### src/verilog/afic_defs.svh
// Offsets, field positions, codes and reset values of the command executor
`ifndef AFIC_DEFS_SVH
`define AFIC_DEFS_SVH

// Instruction codes
`define AFIC_OP_ACCU_AXIS     8'h22
`define AFIC_OP_ACCU_GLOBAL   8'h23
`define AFIC_OP_CLEAR_FLAGS   8'h24
`define AFIC_OP_IRQ_ENABLE    8'h19
`define AFIC_OP_IRQ_DISABLE   8'h1A

// Type byte values
`define AFIC_IRQ_GLOBAL_NUM   8'hFF
`define AFIC_CLR_ALL          8'h00
`define AFIC_CLR_LAST         8'h05

// Reply status codes
`define AFIC_ST_OK            8'h64
`define AFIC_ST_BAD_CMD       8'h02
`define AFIC_ST_BAD_TYPE      8'h03
`define AFIC_ST_BAD_VALUE     8'h04

// Frame layout
`define AFIC_FRAME_BODY       4'h8
`define AFIC_HOST_ADDR        8'h02
`define AFIC_MOD_ADDR_RST     8'h01

// Register byte offsets
`define AFIC_REG_ACCU         8'h00
`define AFIC_REG_MOD_ADDR     8'h04
`define AFIC_REG_ERR_FLAGS    8'h08
`define AFIC_REG_IRQ_EN       8'h0C
`define AFIC_REG_GLOBAL_EN    8'h10
`define AFIC_REG_EVT_STATUS   8'h14
`define AFIC_REG_EVT_MASK     8'h18
`define AFIC_REG_LAST_CMD     8'h1C

// Event bit positions
`define AFIC_EVT_DONE         0
`define AFIC_EVT_CHK_ERR      1
`define AFIC_EVT_BAD_CMD      2
`define AFIC_EVT_OVERRUN      3

// Error flag bit positions
`define AFIC_FLG_TIMEOUT      0
`define AFIC_FLG_ALARM        1
`define AFIC_FLG_DEVIATION    2
`define AFIC_FLG_POSITION     3
`define AFIC_FLG_SHUTDOWN     4

`endif

### src/verilog/afic_pkg.sv
// Types and shared arithmetic of the command executor
package afic_pkg;

  typedef enum logic [1:0] {
    AFIC_IDLE  = 2'b00,
    AFIC_EXEC  = 2'b01,
    AFIC_REPLY = 2'b11
  } afic_state_e;

  typedef struct packed {
    logic [7:0]  addr;
    logic [7:0]  instr;
    logic [7:0]  typ;
    logic [7:0]  bank;
    logic [31:0] value;
  } afic_frame_s;

  // Low eight bits of the sum of eight bytes
  function automatic logic [7:0] frame_sum(input logic [63:0] b);
    logic [7:0] s;
    s = 8'h00;
    for (int i = 0; i < 8; i++) begin
      s = s + b[i*8 +: 8];
    end
    return s;
  endfunction

endpackage

### src/verilog/afic_frame_if.sv
// Carrier between frame receiver, executor and reply sender
`timescale 1ns/10ps
interface afic_frame_if;
  logic                frm_valid;
  logic                frm_chk_ok;
  afic_pkg::afic_frame_s frm;
  logic                rep_start;
  logic [63:0]         rep_bytes;
  logic                rep_busy;

  modport rx (output frm_valid, output frm_chk_ok, output frm);
  modport exec (input frm_valid, input frm_chk_ok, input frm, input rep_busy,
                output rep_start, output rep_bytes);
  modport tx (input rep_start, input rep_bytes, output rep_busy);
endinterface

### src/verilog/afic_cmd_exec.sv
// Accumulator, error flag and interrupt command executor, top level
//
// Operation
// - Code 34 copies accumulator to axis parameter by type, motor 0 only.
// - Code 35 copies accumulator to global parameter by type in bank 0, 2, 3.
// - Code 36 clears error flags: type 0 all, 1 to 5 one each.
// - Code 25 enables the interrupt source numbered by type.
// - Code 25 with number 255 sets the global interrupt enable.
// - Code 26 disables the interrupt source numbered by type.
// - Code 26 with number 255 clears the global interrupt enable.
// - Frame is address, instruction, type, bank, four value bytes MSB first, checksum.
// - Reply is host address, target, status, instruction, value; success is 0x64.
//
// Our own choices: strobed register access and the register offsets.
`timescale 1ns/10ps
`include "afic_defs.svh"
module afic_cmd_exec (
  input  wire logic        clk,
  input  wire logic        rst,
  input  wire logic [7:0]  rx_byte,
  input  wire logic        rx_valid,
  output logic      [7:0]  tx_byte,
  output logic             tx_valid,
  input  wire logic        tx_ready,
  input  wire logic [7:0]  bus_addr,
  input  wire logic [31:0] bus_wdata,
  input  wire logic        bus_wr,
  input  wire logic        bus_rd,
  output logic      [31:0] bus_rdata,
  input  wire logic [4:0]  flag_set,
  input  wire logic [31:0] irq_req,
  output logic      [31:0] irq_service,
  output logic             irq,
  output logic      [4:0]  error_flags,
  output logic             axis_param_we,
  output logic      [7:0]  axis_param_idx,
  output logic             global_param_we,
  output logic      [7:0]  global_param_bank,
  output logic      [7:0]  global_param_idx,
  output logic      [31:0] param_data
);
  afic_frame_if fi ();

  afic_pkg::afic_state_e state;
  afic_pkg::afic_frame_s cmd;
  logic [31:0]           accu;
  logic [7:0]            mod_addr;
  logic [31:0]           irq_en;
  logic                  global_en;
  logic [3:0]            evt_status;
  logic [3:0]            evt_mask;
  logic [3:0]            evt_set;
  logic [7:0]            status;
  logic                  exec_ok;
  logic [4:0]            flag_clr;
  logic                  do_exec;
  logic                  exec_axis;
  logic                  exec_global;
  logic                  exec_clear;
  logic                  exec_ien;
  logic                  exec_idis;
  logic                  exec_bad;

  ////////////////////////////////////////////////////////////////////////////
  // Frame receiver and reply sender
  afic_frame_rx u_rx (
    .clk      (clk),
    .rst      (rst),
    .rx_byte  (rx_byte),
    .rx_valid (rx_valid),
    .fi       (fi.rx)
  );

  afic_reply_tx u_tx (
    .clk      (clk),
    .rst      (rst),
    .tx_byte  (tx_byte),
    .tx_valid (tx_valid),
    .tx_ready (tx_ready),
    .fi       (fi.tx)
  );

  ////////////////////////////////////////////////////////////////////////////
  // Command check, giving the reply status
  function automatic logic [7:0] cmd_status(input afic_pkg::afic_frame_s f);
    logic [7:0] s;
    s = `AFIC_ST_OK;
    unique case (f.instr)
      `AFIC_OP_ACCU_AXIS: begin
        if (f.bank != 8'h00) s = `AFIC_ST_BAD_VALUE;
      end
      `AFIC_OP_ACCU_GLOBAL: begin
        if (f.bank == 8'h01 || f.bank > 8'h03) s = `AFIC_ST_BAD_VALUE;
      end
      `AFIC_OP_CLEAR_FLAGS: begin
        if (f.typ > `AFIC_CLR_LAST) s = `AFIC_ST_BAD_TYPE;
      end
      `AFIC_OP_IRQ_ENABLE, `AFIC_OP_IRQ_DISABLE: begin
        if (f.typ > 8'h1F && f.typ != `AFIC_IRQ_GLOBAL_NUM) s = `AFIC_ST_BAD_TYPE;
      end
      default: s = `AFIC_ST_BAD_CMD;
    endcase
    return s;
  endfunction

  assign status  = cmd_status(cmd);
  assign exec_ok = (status == `AFIC_ST_OK);
  assign do_exec = (state == afic_pkg::AFIC_EXEC) && exec_ok;

  ////////////////////////////////////////////////////////////////////////////
  // Executed command strobes, one per instruction code
  function automatic logic op_hit(input logic       go,
                                  input logic [7:0] op,
                                  input logic [7:0] code);
    return go && (op == code);
  endfunction

  // High only in the execute cycle of an accepted command
  assign exec_axis   = op_hit(do_exec, cmd.instr, `AFIC_OP_ACCU_AXIS);
  assign exec_global = op_hit(do_exec, cmd.instr, `AFIC_OP_ACCU_GLOBAL);
  assign exec_clear  = op_hit(do_exec, cmd.instr, `AFIC_OP_CLEAR_FLAGS);
  assign exec_ien    = op_hit(do_exec, cmd.instr, `AFIC_OP_IRQ_ENABLE);
  assign exec_idis   = op_hit(do_exec, cmd.instr, `AFIC_OP_IRQ_DISABLE);
  // Refused command: answered with its status, sets only the bad-command event
  assign exec_bad    = (state == afic_pkg::AFIC_EXEC) && !exec_ok;

  ////////////////////////////////////////////////////////////////////////////
  // Sequencer
  always_ff @(posedge clk or posedge rst) begin
    if (rst) begin
      state <= afic_pkg::AFIC_IDLE;
      cmd   <= '0;
    end else begin
      unique case (state)
        afic_pkg::AFIC_IDLE: begin
          if (fi.frm_valid && fi.frm_chk_ok && fi.frm.addr == mod_addr) begin
            cmd   <= fi.frm;
            state <= afic_pkg::AFIC_EXEC;
          end
        end
        afic_pkg::AFIC_EXEC: begin
          state <= afic_pkg::AFIC_REPLY;
        end
        afic_pkg::AFIC_REPLY: begin
          if (!fi.rep_busy) state <= afic_pkg::AFIC_IDLE;
        end
        default: state <= afic_pkg::AFIC_IDLE;
      endcase
    end
  end

  ////////////////////////////////////////////////////////////////////////////
  // Reply launch
  always_ff @(posedge clk or posedge rst) begin
    if (rst) begin
      fi.rep_start <= 1'b0;
      fi.rep_bytes <= 64'h0000_0000_0000_0000;
    end else begin
      fi.rep_start <= (state == afic_pkg::AFIC_REPLY) && !fi.rep_busy;
      if (state == afic_pkg::AFIC_EXEC) begin
        fi.rep_bytes <= {`AFIC_HOST_ADDR, mod_addr, status, cmd.instr, 32'h0000_0000};
      end
    end
  end
  // Status 0x64 marks success; the value field is left at zero.

  ////////////////////////////////////////////////////////////////////////////
  // Parameter writes from the accumulator
  always_ff @(posedge clk or posedge rst) begin
    if (rst) begin
      axis_param_we     <= 1'b0;
      axis_param_idx    <= 8'h00;
      global_param_we   <= 1'b0;
      global_param_bank <= 8'h00;
      global_param_idx  <= 8'h00;
      param_data        <= 32'h0000_0000;
    end else begin
      axis_param_we   <= exec_axis;
      global_param_we <= exec_global;
      if (do_exec) begin
        axis_param_idx    <= cmd.typ;
        global_param_idx  <= cmd.typ;
        global_param_bank <= cmd.bank;
        param_data        <= accu;
      end
    end
  end

  ////////////////////////////////////////////////////////////////////////////
  // Error flags, set wins over clear
  always_comb begin
    flag_clr = 5'h00;
    if (exec_clear) begin
      if (cmd.typ == `AFIC_CLR_ALL) begin
        flag_clr = 5'h1F;
      end else begin
        flag_clr = 5'h01 << (cmd.typ[2:0] - 3'h1);
      end
    end
  end

  always_ff @(posedge clk or posedge rst) begin
    if (rst) begin
      error_flags <= 5'h00;
    end else begin
      error_flags <= (error_flags & ~flag_clr) | flag_set;
    end
  end

  ////////////////////////////////////////////////////////////////////////////
  // Interrupt source and global enables
  always_ff @(posedge clk or posedge rst) begin
    if (rst) begin
      irq_en    <= 32'h0000_0000;
      global_en <= 1'b0;
    end else if (exec_ien) begin
      if (cmd.typ == `AFIC_IRQ_GLOBAL_NUM) begin
        global_en <= 1'b1;
      end else begin
        irq_en[cmd.typ[4:0]] <= 1'b1;
      end
    end else if (exec_idis) begin
      if (cmd.typ == `AFIC_IRQ_GLOBAL_NUM) begin
        global_en <= 1'b0;
      end else begin
        irq_en[cmd.typ[4:0]] <= 1'b0;
      end
    end
  end

  always_ff @(posedge clk or posedge rst) begin
    if (rst) begin
      irq_service <= 32'h0000_0000;
    end else begin
      irq_service <= irq_req & irq_en & {32{global_en}};
    end
  end

  ////////////////////////////////////////////////////////////////////////////
  // Event status, mask and interrupt line
  always_comb begin
    evt_set = 4'h0;
    evt_set[`AFIC_EVT_DONE]    = do_exec;
    evt_set[`AFIC_EVT_CHK_ERR] = fi.frm_valid && !fi.frm_chk_ok;
    evt_set[`AFIC_EVT_BAD_CMD] = exec_bad;
    evt_set[`AFIC_EVT_OVERRUN] = fi.frm_valid && (state != afic_pkg::AFIC_IDLE);
  end

  always_ff @(posedge clk or posedge rst) begin
    if (rst) begin
      evt_status <= 4'h0;
    end else begin
      if (bus_wr && bus_addr == `AFIC_REG_EVT_STATUS) begin
        evt_status <= (evt_status & ~bus_wdata[3:0]) | evt_set;
      end else begin
        evt_status <= evt_status | evt_set;
      end
    end
  end

  always_ff @(posedge clk or posedge rst) begin
    if (rst) begin
      irq <= 1'b0;
    end else begin
      irq <= |(evt_status & evt_mask);
    end
  end

  ////////////////////////////////////////////////////////////////////////////
  // Register writes
  always_ff @(posedge clk or posedge rst) begin
    if (rst) begin
      accu     <= 32'h0000_0000;
      mod_addr <= `AFIC_MOD_ADDR_RST;
      evt_mask <= 4'h0;
    end else if (bus_wr) begin
      unique case (bus_addr)
        `AFIC_REG_ACCU:     accu     <= bus_wdata;
        `AFIC_REG_MOD_ADDR: mod_addr <= bus_wdata[7:0];
        `AFIC_REG_EVT_MASK: evt_mask <= bus_wdata[3:0];
        default: ;
      endcase
    end
  end

  ////////////////////////////////////////////////////////////////////////////
  // Register reads, data one cycle after the strobe
  always_ff @(posedge clk or posedge rst) begin
    if (rst) begin
      bus_rdata <= 32'h0000_0000;
    end else if (bus_rd) begin
      unique case (bus_addr)
        `AFIC_REG_ACCU:       bus_rdata <= accu;
        `AFIC_REG_MOD_ADDR:   bus_rdata <= {24'h00_0000, mod_addr};
        `AFIC_REG_ERR_FLAGS:  bus_rdata <= {27'h000_0000, error_flags};
        `AFIC_REG_IRQ_EN:     bus_rdata <= irq_en;
        `AFIC_REG_GLOBAL_EN:  bus_rdata <= {31'h0000_0000, global_en};
        `AFIC_REG_EVT_STATUS: bus_rdata <= {28'h000_0000, evt_status};
        `AFIC_REG_EVT_MASK:   bus_rdata <= {28'h000_0000, evt_mask};
        `AFIC_REG_LAST_CMD:   bus_rdata <= {8'h00, cmd.instr, cmd.typ, cmd.bank};
        default:              bus_rdata <= 32'h0000_0000;
      endcase
    end else begin
      bus_rdata <= 32'h0000_0000;
    end
  end
endmodule

### src/verilog/afic_frame_rx.sv
// Assembles nine-byte command frames and checks their checksum
`timescale 1ns/10ps
`include "afic_defs.svh"
module afic_frame_rx (
  input  wire logic       clk,
  input  wire logic       rst,
  input  wire logic [7:0] rx_byte,
  input  wire logic       rx_valid,
  afic_frame_if.rx        fi
);
  logic [3:0]  cnt;
  logic [63:0] body;

  ////////////////////////////////////////////////////////////////////////////
  // Byte collection, most significant value byte first
  always_ff @(posedge clk or posedge rst) begin
    if (rst) begin
      cnt  <= 4'h0;
      body <= 64'h0000_0000_0000_0000;
    end else if (rx_valid) begin
      if (cnt == `AFIC_FRAME_BODY) begin
        cnt <= 4'h0;
      end else begin
        body <= {body[55:0], rx_byte};
        cnt  <= cnt + 4'h1;
      end
    end
  end

  ////////////////////////////////////////////////////////////////////////////
  // Frame hand-over on the checksum byte
  always_ff @(posedge clk or posedge rst) begin
    if (rst) begin
      fi.frm_valid  <= 1'b0;
      fi.frm_chk_ok <= 1'b0;
      fi.frm        <= '0;
    end else begin
      fi.frm_valid <= rx_valid && (cnt == `AFIC_FRAME_BODY);
      if (rx_valid && (cnt == `AFIC_FRAME_BODY)) begin
        fi.frm        <= body;
        fi.frm_chk_ok <= (afic_pkg::frame_sum(body) == rx_byte);
      end
    end
  end
endmodule

### src/verilog/afic_reply_tx.sv
// Sends nine-byte reply frames with valid and ready
`timescale 1ns/10ps
module afic_reply_tx (
  input  wire logic       clk,
  input  wire logic       rst,
  output logic      [7:0] tx_byte,
  output logic            tx_valid,
  input  wire logic       tx_ready,
  afic_frame_if.tx        fi
);
  logic [71:0] sh;
  logic [3:0]  idx;

  assign fi.rep_busy = tx_valid;

  always_ff @(posedge clk or posedge rst) begin
    if (rst) begin
      sh       <= 72'h00_0000_0000_0000_0000;
      idx      <= 4'h0;
      tx_byte  <= 8'h00;
      tx_valid <= 1'b0;
    end else if (!tx_valid) begin
      if (fi.rep_start) begin
        tx_byte  <= fi.rep_bytes[63:56];
        sh       <= {fi.rep_bytes[55:0], afic_pkg::frame_sum(fi.rep_bytes), 8'h00};
        idx      <= 4'h0;
        tx_valid <= 1'b1;
      end
    end else if (tx_ready) begin
      if (idx == 4'h8) begin
        tx_valid <= 1'b0;
      end else begin
        tx_byte <= sh[71:64];
        sh      <= {sh[63:0], 8'h00};
        idx     <= idx + 4'h1;
      end
    end
  end
endmodule
### config.mk
export PLATFORM = sky130hd
export DESIGN_NAME = afic_cmd_exec
export DESIGN_NICKNAME = d
export VERILOG_FILES = /design/src/verilog/afic_pkg.sv /design/src/verilog/afic_frame_if.sv /design/src/verilog/afic_cmd_exec.sv /design/src/verilog/afic_frame_rx.sv /design/src/verilog/afic_reply_tx.sv
export VERILOG_INCLUDE_DIRS = /design/src /design/src/verilog
export SDC_FILE = /design/constraint.sdc
export NUM_CORES = 1
export LEC_CHECK = 0
export BUFFER_PORTS_ARGS = -buffer_cell sky130_fd_sc_hd__buf_2
export CAP_MARGIN = 5
export CORE_UTILIZATION = 30
export CTS_CLUSTER_DIAMETER = 200
export DETAILED_ROUTE_END_ITERATION = 7
export PLACE_DENSITY = 0.6
export SYNTH_ARGS = -nofsm -noshare
export SYNTH_HDL_FRONTEND = slang
export SYNTH_SLANG_ARGS = --single-unit
### constraint.sdc
create_clock -name clk -period 16.4 [get_ports clk]
set_input_delay 4.92 -clock clk [delete_from_list [all_inputs] [get_ports clk]]
set_output_delay 4.92 -clock clk [all_outputs]
set_load 0.05 [all_outputs]
== Word level (Yosys, flattened, before mapping) ==
Cells that the tools add are included.
Widths: inputs -> output; s select.
Storage, ports and cells
  register bits: 440
  input port bits: 91
  output and inout bits: 137
  word-level logic and storage cells: 171
Operators by class
  $add $sub $neg: 13
  order comparisons: 5
  equality and inequality tests: 26
  shifts and indexed selects: 1
  mux-type cells: 40
  bitwise logic cells: 15
  reductions and logical operators: 38
Operators with widths (count)
  $mux 72: 4
  $pmux 32 s8: 1
  $mux 32: 5
  $and 32x32->32: 3
  $add 8x8->8: 9
  $eq 8x5->1 const B: 6
  $mux 8: 4
  $not 32->32: 1
  $or 32x32->32: 1
  $pmux 8 s4: 1
  $mux 7: 4
  $eq 8x6->1 const B: 3
  $mux 4: 6
  $eq 8x4->1 const B: 2
  $eq 8x8->1: 2
  $logic_and 1x1->1: 16
  $logic_not 8->1: 2
  $reduce_and 2->1: 8
  $mux 5: 2
  $mux 1: 9
  $add 4x1->4 const B: 2
  $add 8x2->8: 1
  $and 4x4->4: 2
  $eq 4x4->1 const B: 2
  32 further kinds: 42

== Logic depth before layout (Yosys ltp) ==
  depth after elaboration: 11
  depth in mapped cells: 17
  depth with buffers taken out: 17

== Cells and area by module ==
From an unflattened synthesis, not the netlist that was laid out.
Unflattened totals
  cells, all modules: 1842
  area total of the unflattened synthesis: 21629.5 µm²
Modules (own cells, without submodules)
  afic_cmd_exec: instances 1, cells an instance 802, area each 10487.6 µm², seq. area each 6232.2 µm²
  afic_frame_rx: instances 1, cells an instance 562, area each 6306.0 µm², seq. area each 3353.2 µm²
  afic_reply_tx: instances 1, cells an instance 478, area each 4835.9 µm², seq. area each 1926.8 µm²

== Worst setup path after synthesis ==
No wires, ideal clock.
  path kind: input port to flip-flop
  from: in bus_addr[5]
  to: reg mod_addr[1]
  library setup time: 0.125 ns
  data arrival time: 6.249 ns
  required time: 16.275 ns
  setup slack: 10.027 ns
  stages: 6
  path buffers: 0
  path through: nor3_1 and2_1 nand2_1 nor2_1 nand2_1 mux2_2
Between the ends
  word-level cells in the longest chain between the ends: 2
Ends and longest elaborated chain
  from (decl): line afic_cmd_exec.sv:25  | input wire logic [7:0] bus_addr,
  $eq 8x3->1: line afic_cmd_exec.sv:277  | unique case (bus_addr)
  $reduce_and 2->1 (no source line)
  to (signal assigned): line afic_cmd_exec.sv:274  | mod_addr <= `AFIC_MOD_ADDR_RST;
  to (signal assigned): line afic_cmd_exec.sv:279  | `AFIC_REG_MOD_ADDR: mod_addr <= bus_wdata[7:0];
  to (decl): line afic_cmd_exec.sv:47  | logic [7:0] mod_addr;
Every way passes these cells.
A chain may end at the register's enable or synchronous reset.

== Worst setup path after layout ==
  from: in bus_addr[5]
  to: reg bus_rdata[23]
Between the ends
  word-level cells in the longest chain between the ends: 3
  elaborated cells between the ends (all ways): 10
  classes of those cells: eq/ne: 7; mux: 2; reduce/logical: 1
Ends and longest elaborated chain
  $eq 8x5->1 (tied with other cells): line afic_cmd_exec.sv:292  | unique case (bus_addr)
  $pmux 32 s8 (*): line afic_cmd_exec.sv:292
  $mux 32 (*): line afic_cmd_exec.sv:291  | end else if (bus_rd) begin
  to (signal assigned): line afic_cmd_exec.sv:293  | `AFIC_REG_ACCU: bus_rdata <= accu;
  to (signal assigned): line afic_cmd_exec.sv:294  | `AFIC_REG_MOD_ADDR: bus_rdata <= {24'h00_0000, mod_addr};
  to (signal assigned): line afic_cmd_exec.sv:295  | `AFIC_REG_ERR_FLAGS: bus_rdata <= {27'h000_0000, error_flags};
  to (decl): line afic_cmd_exec.sv:29  | output logic [31:0] bus_rdata,
Mark *: on every way between the ends. The rest lies on a longest branch, timed or not.

==> out/results.ini <==
[clock_tree]
clk_path_buf_depth = 3
cts_made_buffers = 45
cts.reportedPaths.clkPinSlew_ns = 0.06
h-tree-depth = 2
clkSinkCount = 428
cts_resized = 0
postCtsSetupBuffers = 0
cts_tree = done
cts_root_buf = clkbuf_16
ctsHoldBuffers = 0
clk_latency_ns = 0.59

[critical_path]
rr_worst_depth = 13
rr_endpoint = u_rx.fi.frm_chk_ok$_DFFE_PP0P_
rr_startpoint = u_rx.body[2]$_DFFE_PP0P_
required_ns = 16.90
critPathLaunchType = primary input
crit_arrival_ns = 6.97
worstSetupPathType = in -> reg
cp_max_fo = 21
regToRegSetupSlack_ns = 12.00
end_kind = flip-flop

[floorplanning]
die_area_um2 = 64010
core_area_um2 = 61940
start_util = 0.3052
die_y_um = 253.0
fp-row-count = 91
fp.dieW_um = 253.0
io_pins = 228

[cells_and_area]
regArea_um2 = 10710
syn_to_final_growth_pct = 18.86
nets = 1947
final_cell_mix = dfrtp_1 (427), nand2_1 (266), buf_2 (227), mux2_2 (163), o21ai_0 (72)
fillCellCount = 6128
layout-drive-gt1-share = 0.2741
final_common_cell = dfrtp_1
multi_input_area_um2 = 7562

[synthesis]
yosys_warnings = 0
synth.area.mux_share = 0.1343
synthArstFlopShare = 1.000
synth_top_family_by_area = multiplexers
synth_seq_area_share = 0.5667
synthAdderAreaFrac = 0.06222
synth_cells = 1597
synthesis.area_um2 = 18900
synth_compound_area_frac = 0.06778
ys.flop_type = dfrtp_1
synth-edff-count = 0
synth.net_count = 1755
yosysUniqueCellTypes = 58
ys_seq_elements = 428
avgSynthCellArea_um2 = 11.84
synth-simple-area-share = 0.1129
synth_xor_area_frac = 0.02039

[power_and_ir_drop]
peakVddDrop_mv = 0.3058
p_leak_nw = 11.06
p_sw_mw = 1.859
power_frac_clock = 0.225
p_int_mw = 3.073
pwr-share-seq = 0.306
cellPowerDensity_nw_per_um2 = 219.5
combPwrFrac = 0.469
p_total_mw = 4.932
switching_share = 0.3769

[global_routing]
antenna_found_initial = 7
grt-ovfl-total = 0
grtUsageMet1 = 0.2067
grt_pass1_vias = 12980
use_met2 = 0.2455
busiest_layer = met2
met3_usage = 0.03444
grt_max_degree = 187
grtUsageTotal = 0.1546
grt_first_pass_wirelength_um = 76910

[timing]
fin_skew_ns = 0.03287
setup_viol = 0
hold_viol_final = 0
worstMarginPinSlew_ns = 1.274
fin_crit_sh = 0.3944
period_needed_ns = 6.467
final_max_slew_viol_count = 0
rsz0062_at_grt = false
slew-limit-headroom = 0.1497
tns_ns = 0
fmax_ghz = 0.1546

[drt]
num_vias = 12850
avgViaCountPerCell = 4.824
wirelength_um = 49670
first_pass_iters = 8
drt_iter0_drc = 1162
drc = 3
ant_nets = 0
wl_per_cell_um = 18.65

[hold_path]
holdCritPathClass = reg -> reg
hp-start = u_rx.fi.frm[39]$_DFFE_PP0P_
whs_endpoint = u_rx.fi.frm[39]$_DFFE_PP0P_
worstHoldPathCells = 2

[placement]
portBuffers = 227
gp_congestion = 0.8734
dp_hpwl_um = 35450

[status]
status = finished with violations
failed_checks = design-rule violations

[run]
maxCapViolations = 0

-- cell usage after synthesis, types with 13 or more instances --
cell      count  area [um2]
dfrtp_1     427       10690
nand2_1     266       998.5
mux2_2      163        1836
nor2_1       73       274.0
o21ai_0      73       365.4
clkbuf_1     63       236.5
inv_1        63       236.5
fa_1         45       900.9
a21oi_1      43       215.2
mux2_1       42       473.0
and3_1       38       237.7
nor4_1       28       175.2
xnor2_1      25       219.0
a222oi_1     23       230.2
mux2i_1      23       230.2
ha_1         22       275.3
xor2_1       19       166.4
a22oi_1      18       135.1
nand3_1      13       65.06
-- worst max-delay path by stage --
stage,from,endpoint,slack [ns],cells past startpoint
3_5_place_dp,bus_addr[5],bus_rdata[23]$_DFF_PP0_,9.38,7
4_1_cts,bus_addr[5],bus_rdata[16]$_DFF_PP0_,9.98,7
6_report,bus_addr[5],bus_rdata[23]$_DFF_PP0_,9.93,7
2_1_floorplan,rst,asynchronous set/reset pin,5.70,1
3_3_place_gp,bus_addr[5],bus_rdata[23]$_DFF_PP0_,9.39,7
5_1_grt,bus_addr[5],bus_rdata[16]$_DFF_PP0_,9.73,7
-- metal layers --
metal,wire length [um],vias up
met4,1546,10
met1,21350,6554
li1,-,5863
met2,23780,321
met3,2929,103
met5,69,-
-- kinds of logic after synthesis --
family | Yosys count
XOR/XNOR | 44
AO/OA/AOI/OAI | 200
AND/OR/NAND/NOR | 470
flip-flops | 428
adder cells (fa/ha/maj) | 67
buffers and inverters | 160
multiplexers | 228
-- sequential cells by signal, indices dropped and copies added, names as in the netlist, 5 cells and up, named ones only --
| register | count |
|---|---|
| param_data | 32 |
| accu | 32 |
| fi.rep_bytes | 21 |
| error_flags | 5 |
| bus_rdata | 32 |
| u_tx.sh | 64 |
| mod_addr | 8 |
| cmd | 24 |
| global_param_bank | 8 |
| irq_service | 32 |
| global_param_idx | 8 |
| u_tx.tx_byte | 8 |
| u_rx.fi.frm | 32 |
| u_rx.body | 64 |
-- metrics by stage --
step                worst slack, ns  hold WS [ns]  area [um2]    util  cells
global placement              9.389        0.4541       20840  0.3364   2579
finish                        9.933        0.4718       22470  0.3627   2664
global route                  9.726        0.4971       22460  0.3627   2663
floorplan                     5.703        0.4402       18910       -   1597
detailed placement            9.384        0.4601       20840  0.3364   2579
CTS                           9.975        0.4746       22460  0.3626   2661
-- final cells by class --
class | instances | share of cell area
inverters | 63 | 0.01069
flip-flops and latches | 428 | 0.4768
diodes | 3 | 0.0003342
well taps | 837 | 0.04661
multi-input cells | 1009 | 0.3366
clock inverters | 19 | 0.01515
clock buffers | 63 | 0.05714
repair buffers | 242 | 0.05669
-- worst max-delay path, stage by stage --
cell and delay, ns:
buf_2 0.11, nor3_1 0.22, and2_1 0.22, nor3b_2 0.78, buf_4 0.41, a222oi_1 0.13
nor2_1 0.16
-- power groups by stage --
stage	sequential (mW)	combinational [mW]	clock [mW]
final	1.51	2.32	1.11
after global routing	1.54	2.64	1.18
after CTS	1.51	2.36	1.14
after detailed placement	1.53	2.35	0
after global placement	1.52	2.28	0
after floorplan	1.47	1.89	0
Power figures use the tool's default switching activity.
